`config.mk`:
```
export PLATFORM = sky130hd
export DESIGN_NAME = sofs_selector
export DESIGN_NICKNAME = d
export VERILOG_FILES = /design/src/pkg/sofs_pkg.sv /design/src/core/sofs_selector.sv
export VERILOG_INCLUDE_DIRS = /design/src /design/src/pkg
export SDC_FILE = /design/constraint.sdc
export NUM_CORES = 1
export LEC_CHECK = 0
export BUFFER_PORTS_ARGS = -buffer_cell sky130_fd_sc_hd__clkbuf_2
export CORE_MARGIN = 3
export CORE_UTILIZATION = 45
export CTS_CLUSTER_SIZE = 40
export DETAILED_ROUTE_END_ITERATION = 8
export PLACE_DENSITY = 0.61
export SLEW_MARGIN = 20
export SYNTH_ARGS = -nofsm -noshare
export SYNTH_HDL_FRONTEND = slang
export SYNTH_SLANG_ARGS = --single-unit
```
`constraint.sdc`:
```
create_clock -name core_clk -period 3.4 [get_ports core_clk]
set_input_delay 0.68 -clock core_clk [delete_from_list [all_inputs] [get_ports core_clk]]
set_output_delay 0.68 -clock core_clk [all_outputs]
set_load 0.1 [all_outputs]
```
`src/pkg/sofs_consts.svh`:
```
// register offsets, reset values, function codes and widths of the output selector
`ifndef SOFS_CONSTS_SVH
`define SOFS_CONSTS_SVH

`define SOFS_OFF_SEL0 8'h00
`define SOFS_OFF_SEL1 8'h04
`define SOFS_OFF_SEL2 8'h08
`define SOFS_OFF_SEL3 8'h0c
`define SOFS_OFF_SWOUT 8'h10
`define SOFS_OFF_STANDSTILL_OUT_THR 8'h14
`define SOFS_OFF_VELOCITY_REACHED_OUT_THR 8'h18
`define SOFS_OFF_POS_TOL 8'h1c
`define SOFS_OFF_OVL_THR 8'h20
`define SOFS_OFF_NEG_LIM 8'h24
`define SOFS_OFF_POS_LIM 8'h28
`define SOFS_OFF_NEG_RAMP 8'h2c
`define SOFS_OFF_POS_RAMP 8'h30
`define SOFS_OFF_STATE 8'h34
`define SOFS_OFF_IRQ_STAT 8'h38
`define SOFS_OFF_IRQ_MASK 8'h3c

`define SOFS_RST_SEL0 8'h01
`define SOFS_RST_SELN 8'h00

`define SOFS_FN_READY 8'h01
`define SOFS_FN_POWER 8'h02
`define SOFS_FN_STANDSTILL 8'h03
`define SOFS_FN_VEL_REACHED 8'h04
`define SOFS_FN_MOVE_DONE 8'h05
`define SOFS_FN_TORQUE_LIM 8'h06
`define SOFS_FN_ERROR 8'h07
`define SOFS_FN_BRAKE 8'h08
`define SOFS_FN_HOMED 8'h09
`define SOFS_FN_OVERLOAD 8'h10
`define SOFS_FN_ALERT 8'h11
`define SOFS_FN_NEG_SOFT 8'h13
`define SOFS_FN_POS_SOFT 8'h14
`define SOFS_FN_CMD_DONE 8'h15
`define SOFS_FN_PROBE1 8'h16
`define SOFS_FN_PROBE2 8'h18
`define SOFS_FN_SW_BASE 8'h30
`define SOFS_FN_SW_LAST 8'h33

`define SOFS_EV_W 8
`define SOFS_N_OUT 4

`endif

```
`src/pkg/sofs_pkg.sv`:
```
// types shared by the output function selector
package sofs_pkg;

	// status sources delivered by the motion and state logic
	typedef struct packed {
		logic fault_state;
		logic op_enabled;
		logic at_target;
		logic torque_at_limit;
		logic brake_release;
		logic homing_done;
		logic hw_limit;
		logic undervoltage;
		logic nodeguard_alert;
		logic operational_stop;
		logic cmd_done;
		logic probe_one_done;
		logic probe_two_done;
	} sofs_src_t;

	// evaluated conditions, one per function
	typedef struct packed {
		logic ready;
		logic power;
		logic standstill;
		logic vel_reached;
		logic move_done;
		logic torque_lim;
		logic error;
		logic brake;
		logic homed;
		logic overload;
		logic alert;
		logic neg_soft;
		logic pos_soft;
		logic cmd_done;
		logic probe1;
		logic probe2;
	} sofs_cond_t;

	typedef enum logic [1:0] {
		SOFS_IDLE,
		SOFS_ACCESS
	} sofs_bus_st_t;

endpackage

```
`src/core/sofs_selector.sv`:
```
// four digital outputs with selectable drive status functions, apb register file
`timescale 1ns/10ps
`default_nettype none
`include "sofs_consts.svh"
// What this block does
// - four digital outputs, each with its own function select register
// - reset puts servo ready on the first output, others unassigned
// - code 01h active while the drive is not in fault
// - code 02h active only in operation enabled
// - code 03h active while velocity is below the zero speed threshold
// - code 04h active while velocity exceeds the speed reached threshold
// - code 05h active when at target and target deviation lies within tolerance
// - code 06h active when torque has reached its limit
// - code 07h active while the drive is in fault
// - code 08h carries the holding brake control signal
// - code 09h active once homing has completed
// - code 10h active when load reaches the overload threshold
// - code 11h active on limit switch, undervoltage, node guard or stop
// - codes 13h/14h on soft limits, which also alert and start decel
// - code 15h active when the internal command sequence completed
// - codes 16h/18h active when probe one or two capture completed
// - codes 30h to 33h show bits 0 to 3 of the software setting
module sofs_selector #(
	parameter int VEL_W = 16,
	parameter int POS_W = 32,
	parameter int LOAD_W = 16,
	parameter int RAMP_W = 16
) (
	input wire logic core_clk,
	input wire logic rst_b,
	input wire logic psel,
	input wire logic penable,
	input wire logic pwrite,
	input wire logic [7:0] paddr,
	input wire logic [31:0] pwdata,
	output logic [31:0] prdata,
	output logic pready,
	output logic pslverr,
	input wire sofs_pkg::sofs_src_t drive_src,
	input wire logic [VEL_W-1:0] velocity_abs,
	input wire logic [POS_W-1:0] position_error_abs,
	input wire logic signed [POS_W-1:0] position_actual,
	input wire logic [LOAD_W-1:0] motor_load,
	output logic [3:0] digital_out,
	output logic decel_request,
	output logic [RAMP_W-1:0] decel_ramp,
	output logic irq
);
	import sofs_pkg::*;

	logic [7:0] sel_r [`SOFS_N_OUT];
	logic [3:0] sw_output_setting_r;
	logic [VEL_W-1:0] zero_speed_threshold_r;
	logic [VEL_W-1:0] speed_reached_threshold_r;
	logic [POS_W-1:0] position_done_tolerance_r;
	logic [LOAD_W-1:0] overload_threshold_r;
	logic signed [POS_W-1:0] neg_soft_limit_position_r;
	logic signed [POS_W-1:0] pos_soft_limit_position_r;
	logic [RAMP_W-1:0] neg_limit_decel_ramp_r;
	logic [RAMP_W-1:0] pos_limit_decel_ramp_r;
	logic [`SOFS_EV_W-1:0] irq_stat_r;
	logic [`SOFS_EV_W-1:0] irq_stat_nxt;
	logic [`SOFS_EV_W-1:0] irq_mask_r;
	logic [`SOFS_EV_W-1:0] ev_level;
	logic [`SOFS_EV_W-1:0] ev_level_r;
	logic [3:0] dout_r;
	logic [31:0] rdata_r;
	logic [31:0] rdata_nxt;
	logic pready_r;
	logic pslverr_r;
	logic unmapped;
	logic decel_req_r;
	logic [RAMP_W-1:0] decel_ramp_r;
	logic irq_r;
	logic wr_en;
	logic rd_en;
	sofs_bus_st_t bus_st_r;
	sofs_cond_t cond;

	assign prdata = rdata_r;
	assign pready = pready_r;
	assign pslverr = pslverr_r;
	assign digital_out = dout_r;
	assign decel_request = decel_req_r;
	assign decel_ramp = decel_ramp_r;
	assign irq = irq_r;

	// a transfer completes on the edge where the access phase meets pready
	assign wr_en = psel && penable && pready_r && pwrite && !pslverr_r;
	assign rd_en = psel && penable && pready_r && !pwrite && !pslverr_r;

	// status conditions
	always_comb begin
		cond.ready = !drive_src.fault_state;
		cond.power = drive_src.op_enabled;
		cond.standstill = velocity_abs < zero_speed_threshold_r;
		cond.vel_reached = velocity_abs > speed_reached_threshold_r;
		cond.move_done = drive_src.at_target &&
			(position_error_abs <= position_done_tolerance_r);
		cond.torque_lim = drive_src.torque_at_limit;
		cond.error = drive_src.fault_state;
		cond.brake = drive_src.brake_release;
		cond.homed = drive_src.homing_done;
		cond.overload = motor_load >= overload_threshold_r;
		cond.neg_soft = position_actual <= neg_soft_limit_position_r;
		cond.pos_soft = position_actual >= pos_soft_limit_position_r;
		// soft limit reach is an alert too
		cond.alert = drive_src.hw_limit || drive_src.undervoltage ||
			drive_src.nodeguard_alert || drive_src.operational_stop ||
			cond.neg_soft || cond.pos_soft;
		cond.cmd_done = drive_src.cmd_done;
		cond.probe1 = drive_src.probe_one_done;
		cond.probe2 = drive_src.probe_two_done;
	end

	function automatic logic pick(input logic [7:0] code, input sofs_cond_t c,
		input logic [3:0] sw);
		logic v;
		v = 1'b0;
		case (code)
			`SOFS_FN_READY: v = c.ready;
			`SOFS_FN_POWER: v = c.power;
			`SOFS_FN_STANDSTILL: v = c.standstill;
			`SOFS_FN_VEL_REACHED: v = c.vel_reached;
			`SOFS_FN_MOVE_DONE: v = c.move_done;
			`SOFS_FN_TORQUE_LIM: v = c.torque_lim;
			`SOFS_FN_ERROR: v = c.error;
			`SOFS_FN_BRAKE: v = c.brake;
			`SOFS_FN_HOMED: v = c.homed;
			`SOFS_FN_OVERLOAD: v = c.overload;
			`SOFS_FN_ALERT: v = c.alert;
			`SOFS_FN_NEG_SOFT: v = c.neg_soft;
			`SOFS_FN_POS_SOFT: v = c.pos_soft;
			`SOFS_FN_CMD_DONE: v = c.cmd_done;
			`SOFS_FN_PROBE1: v = c.probe1;
			`SOFS_FN_PROBE2: v = c.probe2;
			`SOFS_FN_SW_BASE: v = sw[0];
			8'h31: v = sw[1];
			8'h32: v = sw[2];
			`SOFS_FN_SW_LAST: v = sw[3];
			// unassigned, 0ah-0fh, 12h, 17h, 19h-2fh, 34h and up stay low
			default: v = 1'b0;
		endcase
		return v;
	endfunction

	// one registered output per selector; one cycle from source to pin
	// a single process owns the whole output vector, so no bit has two writers
	always_ff @(posedge core_clk or negedge rst_b) begin
		if (!rst_b) begin
			dout_r <= 4'h0;
		end else begin
			for (int i = 0; i < `SOFS_N_OUT; i++) begin
				dout_r[i] <= pick(sel_r[i], cond, sw_output_setting_r);
			end
		end
	end

	// function selects
	always_ff @(posedge core_clk or negedge rst_b) begin
		if (!rst_b) begin
			sel_r[0] <= `SOFS_RST_SEL0;
			sel_r[1] <= `SOFS_RST_SELN;
			sel_r[2] <= `SOFS_RST_SELN;
			sel_r[3] <= `SOFS_RST_SELN;
		end else if (wr_en) begin
			case (paddr)
				`SOFS_OFF_SEL0: sel_r[0] <= pwdata[7:0];
				`SOFS_OFF_SEL1: sel_r[1] <= pwdata[7:0];
				`SOFS_OFF_SEL2: sel_r[2] <= pwdata[7:0];
				`SOFS_OFF_SEL3: sel_r[3] <= pwdata[7:0];
				default: ;
			endcase
		end
	end

	// configuration registers
	always_ff @(posedge core_clk or negedge rst_b) begin
		if (!rst_b) begin
			sw_output_setting_r <= 4'h0;
			zero_speed_threshold_r <= '0;
			speed_reached_threshold_r <= '0;
			position_done_tolerance_r <= '0;
			overload_threshold_r <= '1;
			neg_soft_limit_position_r <= {1'b1, {(POS_W-1){1'b0}}};
			pos_soft_limit_position_r <= {1'b0, {(POS_W-1){1'b1}}};
			neg_limit_decel_ramp_r <= '0;
			pos_limit_decel_ramp_r <= '0;
			irq_mask_r <= '0;
		end else if (wr_en) begin
			case (paddr)
				`SOFS_OFF_SWOUT: sw_output_setting_r <= pwdata[3:0];
				`SOFS_OFF_STANDSTILL_OUT_THR: zero_speed_threshold_r <= pwdata[VEL_W-1:0];
				`SOFS_OFF_VELOCITY_REACHED_OUT_THR: speed_reached_threshold_r <= pwdata[VEL_W-1:0];
				`SOFS_OFF_POS_TOL: position_done_tolerance_r <= pwdata[POS_W-1:0];
				`SOFS_OFF_OVL_THR: overload_threshold_r <= pwdata[LOAD_W-1:0];
				`SOFS_OFF_NEG_LIM: neg_soft_limit_position_r <= pwdata[POS_W-1:0];
				`SOFS_OFF_POS_LIM: pos_soft_limit_position_r <= pwdata[POS_W-1:0];
				`SOFS_OFF_NEG_RAMP: neg_limit_decel_ramp_r <= pwdata[RAMP_W-1:0];
				`SOFS_OFF_POS_RAMP: pos_limit_decel_ramp_r <= pwdata[RAMP_W-1:0];
				`SOFS_OFF_IRQ_MASK: irq_mask_r <= pwdata[`SOFS_EV_W-1:0];
				default: ;
			endcase
		end
	end

	// soft limit deceleration request; negative side wins if both are reached
	always_ff @(posedge core_clk or negedge rst_b) begin
		if (!rst_b) begin
			decel_req_r <= 1'b0;
			decel_ramp_r <= '0;
		end else begin
			decel_req_r <= cond.neg_soft || cond.pos_soft;
			if (cond.neg_soft) begin
				decel_ramp_r <= neg_limit_decel_ramp_r;
			end else if (cond.pos_soft) begin
				decel_ramp_r <= pos_limit_decel_ramp_r;
			end
		end
	end

	// events: rising edges of fault, soft limits, alert and completion flags
	assign ev_level = {cond.probe2, cond.probe1, cond.cmd_done, cond.homed,
		cond.alert, cond.pos_soft, cond.neg_soft, cond.error};

	always_comb begin
		irq_stat_nxt = irq_stat_r;
		if (rd_en && paddr == `SOFS_OFF_IRQ_STAT) begin
			irq_stat_nxt = '0;
		end
		// a new event in the clearing cycle survives the read
		irq_stat_nxt = irq_stat_nxt | (ev_level & ~ev_level_r);
	end

	always_ff @(posedge core_clk or negedge rst_b) begin
		if (!rst_b) begin
			ev_level_r <= '0;
			irq_stat_r <= '0;
			irq_r <= 1'b0;
		end else begin
			ev_level_r <= ev_level;
			irq_stat_r <= irq_stat_nxt;
			irq_r <= |(irq_stat_nxt & irq_mask_r);
		end
	end

	// read mux, evaluated during the setup cycle
	always_comb begin
		rdata_nxt = 32'h0;
		unmapped = 1'b0;
		case (paddr)
			`SOFS_OFF_SEL0: rdata_nxt = {24'h0, sel_r[0]};
			`SOFS_OFF_SEL1: rdata_nxt = {24'h0, sel_r[1]};
			`SOFS_OFF_SEL2: rdata_nxt = {24'h0, sel_r[2]};
			`SOFS_OFF_SEL3: rdata_nxt = {24'h0, sel_r[3]};
			`SOFS_OFF_SWOUT: rdata_nxt = {28'h0, sw_output_setting_r};
			`SOFS_OFF_STANDSTILL_OUT_THR: rdata_nxt = 32'(zero_speed_threshold_r);
			`SOFS_OFF_VELOCITY_REACHED_OUT_THR: rdata_nxt = 32'(speed_reached_threshold_r);
			`SOFS_OFF_POS_TOL: rdata_nxt = 32'(position_done_tolerance_r);
			`SOFS_OFF_OVL_THR: rdata_nxt = 32'(overload_threshold_r);
			`SOFS_OFF_NEG_LIM: rdata_nxt = 32'(unsigned'(neg_soft_limit_position_r));
			`SOFS_OFF_POS_LIM: rdata_nxt = 32'(unsigned'(pos_soft_limit_position_r));
			`SOFS_OFF_NEG_RAMP: rdata_nxt = 32'(neg_limit_decel_ramp_r);
			`SOFS_OFF_POS_RAMP: rdata_nxt = 32'(pos_limit_decel_ramp_r);
			`SOFS_OFF_STATE: rdata_nxt = {27'h0, decel_req_r, dout_r};
			`SOFS_OFF_IRQ_STAT: rdata_nxt = 32'(irq_stat_r);
			`SOFS_OFF_IRQ_MASK: rdata_nxt = 32'(irq_mask_r);
			default: unmapped = 1'b1;
		endcase
	end

	// apb handshake: pready rises for exactly one access cycle, no wait states
	always_ff @(posedge core_clk or negedge rst_b) begin
		if (!rst_b) begin
			bus_st_r <= SOFS_IDLE;
			pready_r <= 1'b0;
			pslverr_r <= 1'b0;
			rdata_r <= 32'h0;
		end else begin
			case (bus_st_r)
				SOFS_IDLE: begin
					if (psel && !penable) begin
						bus_st_r <= SOFS_ACCESS;
						pready_r <= 1'b1;
						pslverr_r <= unmapped;
						rdata_r <= pwrite ? 32'h0 : rdata_nxt;
					end
				end
				SOFS_ACCESS: begin
					bus_st_r <= SOFS_IDLE;
					pready_r <= 1'b0;
					pslverr_r <= 1'b0;
					rdata_r <= 32'h0;
				end
				default: begin
					bus_st_r <= SOFS_IDLE;
					pready_r <= 1'b0;
					pslverr_r <= 1'b0;
				end
			endcase
		end
	end
endmodule
`default_nettype wire

```
==> results.py, run 1 <==
metrics = {
    "power": {
        "leakagePower_uw": 0.00940,
        "power.ir.vdd_worst_uv": 315,
        "fin_total_pwr_uw": 8110,
        "cellPowerDensity_nw_per_um2": 407,
    },
    "placed_design": {
        "detailed_place.area_um2": 18700,
        "detailed_place_hpwl_um": 42800,
        "gpl.final_weighted_congestion": 0.983,
        "io_buffers": 209,
    },
    "hold_path": {
        "hp-class": "in2async",
    },
    "die": {
        "die_x_um": 199,
        "die-area_um2": 39800,
        "chipHeight_um": 199,
        "floorplan.initialDensity": 0.459,
        "floorplan.io_pins": 210,
        "area_of_the_core_um2": 36700,
        "placement_rows": 70,
    },
    "synth": {
        "ys_warns": 0,
        "synthesis.nets": 1871,
        "synth.area.mux_share": 0.166,
        "synth_compound_gate_area_share": 0.140,
        "synth_adder_area_share": 0.106,
        "synth_enable_flop_cells": 0,
        "number_of_unique_standard_cell_types_used_by_synthesis": 61,
        "ys_async_sr_fraction": 1.00,
        "postSynthRegisterBits": 292,
        "synthesis.area_per_instance_um2": 10.7,
        "yosys_most_used_dff": "sky130_fd_sc_hd__dfrtp_1",
        "mappedNetlistArea_um2": 16800,
        "synth_seq_area_share": 0.438,
        "netlist_instances": 1574,
        "synth_top_family_by_area": "multiplexers",
        "yosys.area_share.xor_xnor": 0.00104,
        "synth_simple_gate_area_frac": 0.0987,
    },
    "route": {
        "routed_via_density": 5.99,
        "drc": 0,
        "route.antenna.remaining_nets": 0,
        "drt_pass_1_iters": 5,
        "num_vias": 13800,
        "wl_per_cell_um": 24.8,
        "wl_um": 57200,
        "detail_route.iter0.violations": 1172,
    },
    "timing": {
        "final.hold.worst_slack_ns": 0.120,
        "setup_total_negative_slack_ns": 0,
        "worst_pin_slew_ns": 0.811,
        "period_share": 0.912,
        "final-hold-violation-count": 0,
        "worst_slew_margin_rel": 0.459,
        "final-max-slew-violation-count": 0,
        "max_freq_mhz": 322,
        "finalClockSkew_ns": 0.0215,
        "fin_crit_ns": 3.10,
        "setup_viol": 0,
        "rsz0062_at_grt": "no",
    },
    "global_routing": {
        "first_global_vias": 13800,
        "grtUsageTotal": 0.286,
        "grt_start_max_net_pins": 80,
        "grt_pass1_wl_um": 85200,
        "grt_antenna_before_repair": 0,
        "grt_overflow": 0,
    },
    "cts": {
        "largest_buffer_count_on_any_clock_path": 3,
        "holdBufCountCts": 0,
        "cts_root_buffer": "sky130_fd_sc_hd__clkbuf_16",
        "numCtsBuffers": 35,
        "numClockSinks": 292,
        "htree_levels": 2,
        "tritoncts": "yes",
        "number_of_cells_upsized_or_downsized_after_cts": 0,
        "postCtsSetupBuffers": 0,
        "clk_transition_reported_paths_ns": 0.06,
        "clock_insertion_delay_worst_skew_ns": 0.53,
    },
    "setup_path": {
        "r2r_start": "neg_soft_limit_position_r[31]",
        "critPathLaunchType": "flop",
        "cp_data_arrival_time_ns": 3.51,
        "worstSetupStartpoint": "neg_soft_limit_position_r[31]",
        "critPathKind": "reg2reg",
        "cell_chain_critical_path": "inv_1 -> ha_1 -> nand4_2 -> or4_4 -> nor3_2 -> o311a_1 -> nor2_2 -> or3_4 -> nor2b_4 -> a221o_1",
        "slowest_delay_ns": 0.60,
        "worstPathRequired_ns": 3.80,
        "end_kind": "flop",
        "worst_path_fanout_max": 5,
        "worst_path_slowest_cell": "sky130_fd_sc_hd__or4_4",
    },
    "final_layout": {
        "finalNetCount": 2108,
        "design_area_um2": 19900,
        "final_layout_size_suffix_gt1_frac": 0.334,
        "flow.area_growth_from_synthesis_pct": 18.4,
        "num_antenna_cells": 0,
        "layout.core_utilization": 0.543,
    },
    "job": {
        "cap_violations": 0,
    },
    "outcome": {
        "outcome": "finished, final reports clean",
    },
}
==> area by class of cell <==
type | instances | area [um2]
Fill cell | 3305 | 16800
Multi-Input combinational cell | 1055 | 8630
Sequential cell | 292 | 7370
Timing Repair Buffer | 269 | 1560
Clock buffer | 49 | 1000
Inverter | 158 | 593
Tap cell | 468 | 586
Clock inverter | 13 | 195
==> power breakdown <==
group / internal (uW) / switching (uW)
registers: 3500 / 16.1
clock network: 2380 / 1550
logic: 234 / 437
total: 6110 / 2000
==> layout by cell type, fill, tap and decap left out, types with 36 or more instances in the layout <==
master	synthesis	routed
sky130_fd_sc_hd__dfrtp_1	243	243
sky130_fd_sc_hd__mux2_2	222	222
sky130_fd_sc_hd__clkbuf_2	0	208
sky130_fd_sc_hd__inv_1	158	158
sky130_fd_sc_hd__ha_1	143	143
sky130_fd_sc_hd__nand2_1	118	118
sky130_fd_sc_hd__a22oi_1	78	78
sky130_fd_sc_hd__a21oi_1	64	63
sky130_fd_sc_hd__buf_4	0	56
sky130_fd_sc_hd__nand4_1	51	51
sky130_fd_sc_hd__a22o_1	51	51
sky130_fd_sc_hd__nor2_1	54	50
sky130_fd_sc_hd__dfstp_2	49	49
sky130_fd_sc_hd__o21ai_0	44	44
sky130_fd_sc_hd__clkbuf_16	0	36
==> sequential cells by signal (all words and copies together) (netlist names) <==
name and flops:
irq_mask_r 8, neg_limit_decel_ramp_r 16, irq 1, digital_out 4, irq_stat_r 8, speed_reached_threshold_r 16
pos_soft_limit_position_r 32, position_done_tolerance_r 32, sw_output_setting_r 4, ev_level_r 8, pready 1, neg_soft_limit_position_r 32
decel_request 1, prdata 32, decel_ramp 16, pslverr 1, zero_speed_threshold_r 16, pos_limit_decel_ramp_r 16
overload_threshold_r 16, sel_r 32
==> synthesized netlist by cell type, types with 2 or more instances <==
cell	count	area, um2
sky130_fd_sc_hd__nand2b_1	7	43.8
sky130_fd_sc_hd__o31ai_1	4	30.0
sky130_fd_sc_hd__nor2_1	54	203
sky130_fd_sc_hd__a21oi_1	64	320
sky130_fd_sc_hd__nor3b_1	6	45.0
sky130_fd_sc_hd__mux2i_1	20	200
sky130_fd_sc_hd__and2_1	2	12.5
sky130_fd_sc_hd__nor3_1	18	90.1
sky130_fd_sc_hd__clkbuf_1	54	203
sky130_fd_sc_hd__o21ai_0	44	220
sky130_fd_sc_hd__dfstp_2	49	1290
sky130_fd_sc_hd__o211ai_1	11	82.6
sky130_fd_sc_hd__and4_1	2	17.5
sky130_fd_sc_hd__nand4_1	51	319
sky130_fd_sc_hd__o32ai_1	3	26.3
sky130_fd_sc_hd__mux4_2	4	90.1
sky130_fd_sc_hd__nor4b_1	3	26.3
sky130_fd_sc_hd__buf_1	15	56.3
sky130_fd_sc_hd__o311a_1	2	20.0
sky130_fd_sc_hd__o21ba_2	2	20.0
sky130_fd_sc_hd__a22oi_1	78	586
sky130_fd_sc_hd__nand2_1	118	443
sky130_fd_sc_hd__a221oi_1	22	193
sky130_fd_sc_hd__or4_1	3	22.5
sky130_fd_sc_hd__mux2_2	222	2500
sky130_fd_sc_hd__dfrtp_1	243	6080
sky130_fd_sc_hd__a21o_1	11	82.6
sky130_fd_sc_hd__nand3b_1	9	67.6
sky130_fd_sc_hd__ha_1	143	1790
sky130_fd_sc_hd__o2111ai_1	3	26.3
sky130_fd_sc_hd__nor2b_1	14	87.6
sky130_fd_sc_hd__a211oi_1	8	60.1
sky130_fd_sc_hd__inv_1	158	593
sky130_fd_sc_hd__a31oi_1	8	50.1
sky130_fd_sc_hd__xor2_1	2	17.5
sky130_fd_sc_hd__a22o_1	51	447
sky130_fd_sc_hd__nor4_1	10	62.6
sky130_fd_sc_hd__nand3_1	22	110
sky130_fd_sc_hd__a2111oi_0	4	35.0
sky130_fd_sc_hd__o21a_1	3	22.5
sky130_fd_sc_hd__a32oi_1	3	26.3
sky130_fd_sc_hd__or3_1	5	31.3
==> cells by family (layout without fill, tap and decap cells) <==
kind of cell             count (synthesis)  in the layout
AO/OA/AOI/OAI                          332            332
XOR/XNOR                                 2              2
adder cells (fa/ha/maj)                143            143
buffers and inverters                  227            489
flip-flops                             292            292
multiplexers                           246            246
AND/OR/NAND/NOR                        332            332
==> path summary, 6_finish.rpt <==
path                            cells past startpoint  slack [ns]       endpoint
worst max register to register                     10        0.30            irq
min in group core_clk                               2        0.38         pready
worst min-delay path                                1        0.12     prdata[19]
worst max-delay path                               10        0.30            irq
worst min register to register                      1        0.48  irq_stat_r[1]
max in group asynchronous                           2        2.37  decel_ramp[3]
==> per-layer routing <==
layer  global-route usage  wire length [um]  share of wire  up-vias
li1                     -                 -              -     6263
met1                0.392             25000           0.44     6864
met5                    0                 0              0        -
met4               0.0910              1820          0.032        0
met3               0.0691              4860          0.085      109
met2                0.450             25600           0.45      575
==> critical path: cells and delay by family, from the launching register on <==
kind	cells	cell delay, ns
and+or+nand+nor	6	1.55
AOI/OAI and AO/OA	2	0.56
DFF	1	0.54
adders and majority gates	1	0.30
buffers and inverters	1	0.04
==> per-stage QoR <==
| step | std cells | setup WS [ns] |
|---|---|---|
| final | 2304 | 0.298 |
| after global routing | 2304 | 0.170 |
| after CTS | 2304 | 0.289 |
| after detailed placement | 2242 | 0.0324 |
| after global placement | 2242 | 0.0700 |
| after floorplan | 1574 | 0.292 |
(Power assumes the default switching activity.)
==> inputs of run 2 (changes only) <==
--- a/config.mk
+++ b/config.mk
@@ -7,7 +7,7 @@
 export NUM_CORES = 1
 export LEC_CHECK = 0
 export BUFFER_PORTS_ARGS = -buffer_cell sky130_fd_sc_hd__clkbuf_2
-export CORE_MARGIN = 3
+export CORE_ASPECT_RATIO = 0.75
 export CORE_UTILIZATION = 45
 export CTS_CLUSTER_SIZE = 40
 export DETAILED_ROUTE_END_ITERATION = 8
==> results.py, run 2 (synthesis results as in run 1) <==
metrics = {
    "setup_path": {
        "cp_data_arrival_time_ns": 3.57,
        "critPathKind": "reg2reg",
        "critPathBufInv": 1,
        "worstSetupStartpoint": "neg_soft_limit_position_r[31]",
        "critical-path-top-delay-family": "simple AND/OR/NAND/NOR gates",
        "worst_r2r_endpoint": "irq",
        "r2r_start": "neg_soft_limit_position_r[31]",
        "slowest_delay_ns": 0.60,
        "worst_path_slowest_cell": "sky130_fd_sc_hd__or4_4",
        "critPathLaunchType": "flop",
        "end_kind": "flop",
        "worst_path_fanout_max": 5,
        "r2r_cells": 10,
        "timing.reg2reg.setup_slack_ns": 0.29,
        "cell_chain_critical_path": "inv_1 -> ha_1 -> nand4_2 -> or4_4 -> nor3_2 -> o311a_1 -> nor2_2 -> or3_4 -> nor2b_4 -> a221o_1",
        "worstPathRequired_ns": 3.86,
    },
    "final_layout": {
        "final_layout_size_suffix_gt1_frac": 0.332,
        "n_fill_cell": 3349,
        "layout.cells.most_common_list": "243 x sky130_fd_sc_hd__dfrtp_1, 222 x sky130_fd_sc_hd__mux2_2, 208 x sky130_fd_sc_hd__clkbuf_2",
        "flow.area_growth_from_synthesis_pct": 17.3,
        "final_common_cell": "sky130_fd_sc_hd__dfrtp_1",
        "layout.core_utilization": 0.543,
        "finalNetCount": 2094,
    },
    "die": {
        "floorplan.io_pins": 210,
        "area_of_the_core_um2": 36300,
        "placement_rows": 60,
        "die-area_um2": 38200,
        "floorplan.initialDensity": 0.463,
        "die_x_um": 225,
        "chipHeight_um": 169,
    },
    "global_routing": {
        "most_utilized_layer_in_the_global_route_result": "met2",
        "grt_antenna_before_repair": 1,
        "grt_overflow": 0,
        "grt_pass1_wl_um": 84300,
        "first_global_vias": 13400,
        "grtUsageTotal": 0.295,
        "globalRouteMet3Util": 0.0511,
        "use_met1": 0.440,
        "grt_start_max_net_pins": 75,
        "grt_util_met2": 0.443,
    },
    "placed_design": {
        "io_buffers": 209,
        "detailed_place_hpwl_um": 42100,
        "placement.setup.worst_slack_ns": 0.0373,
        "gpl.final_weighted_congestion": 0.981,
    },
    "cts": {
        "holdBufCountCts": 0,
        "number_of_cells_upsized_or_downsized_after_cts": 0,
        "numCtsBuffers": 31,
        "cts_root_buffer": "sky130_fd_sc_hd__clkbuf_16",
        "numClockSinks": 292,
        "htree_levels": 1,
        "clk_transition_reported_paths_ns": 0.06,
        "postCtsSetupBuffers": 0,
        "clock_insertion_delay_worst_skew_ns": 0.59,
        "largest_buffer_count_on_any_clock_path": 3,
        "tritoncts": "yes",
    },
    "route": {
        "drc": 0,
        "routed_via_density": 5.93,
        "wl_per_cell_um": 24.2,
        "wl_um": 56000,
        "num_vias": 13800,
        "detail_route.iter0.violations": 1258,
        "drt_pass_1_iters": 5,
        "route.antenna.remaining_nets": 0,
    },
    "timing": {
        "finalClockSkew_ns": 0.0194,
        "setup_viol": 0,
        "worst_pin_slew_ns": 1.00,
        "setup_ws_ns": 0.293,
        "final-hold-violation-count": 0,
        "worst_slew_margin_rel": 0.332,
        "period_share": 0.914,
        "fin_crit_ns": 3.11,
        "setup_total_negative_slack_ns": 0,
        "rsz0062_at_grt": "no",
        "final-max-slew-violation-count": 0,
        "max_freq_mhz": 322,
    },
    "power": {
        "leakagePower_uw": 0.00927,
        "cellPowerDensity_nw_per_um2": 387,
        "power.ir.vdd_worst_uv": 380,
    },
    "hold_path": {
        "hp-class": "in2async",
    },
    "outcome": {
        "outcome": "finished, final reports clean",
    },
    "job": {
        "cap_violations": 0,
    },
}
run 2: cell types whose count changed in the layout (fill, tap and decap cells not counted), sizes merged:
cell      previous run  this run
diode                0         1
bufinv               4         2
clkinvlp             0         6
clkbuf             257       249
buf                 61        51
run 2: worst max-delay path by stage:
stage	to	slack, ns	depth (start not counted)
after floorplan	irq	0.29	9
after global placement	irq	0.02	13
after detailed placement	irq	0.04	13
after CTS	irq	0.28	10
after global routing	digital_out[3]	0.11	11
final	irq	0.29	10
run 2: layer usage:
metal	wire length (um)	vias up
met2	24400	526
li1	-	6252
met3	4240	88
met5	9	-
met1	26200	6895
met4	1160	2
run 2: final cells by class:
type	count	area, um2	share of cell area
Antenna cell	1	2.50	0.000127
Clock buffer	41	873	0.0442
Clock inverter	17	165	0.00837
Inverter	158	593	0.0300
Multi-Input combinational cell	1055	8630	0.437
Sequential cell	292	7370	0.373
Tap cell	496	621	0.0314
Timing Repair Buffer	259	1480	0.0751
run 2: where the power goes:
| part | internal [uW] | leakage, uW | total (uW) | switching [uW] |
|---|---|---|---|---|
| logic | 232 | 0.00494 | 668 | 436 |
| registers | 3500 | 0.00383 | 3510 | 16.1 |
| clock network | 1970 | 0.000496 | 3470 | 1500 |
| total | 5690 | 0.00927 | 7650 | 1950 |
run 2: through the flow:
step / hold slack [ns] / total power [uW] / cells / cell area, um2
after global routing: 0.105 / 7910 / 2318 / 19700
after detailed placement: 0.447 / 4240 / 2260 / 18700
final: 0.0648 / 7650 / 2319 / 19700
after global placement: 0.450 / 4230 / 2260 / 18700
after CTS: 0.0782 / 7720 / 2318 / 19700
after floorplan: 0.384 / 3860 / 1574 / 16800
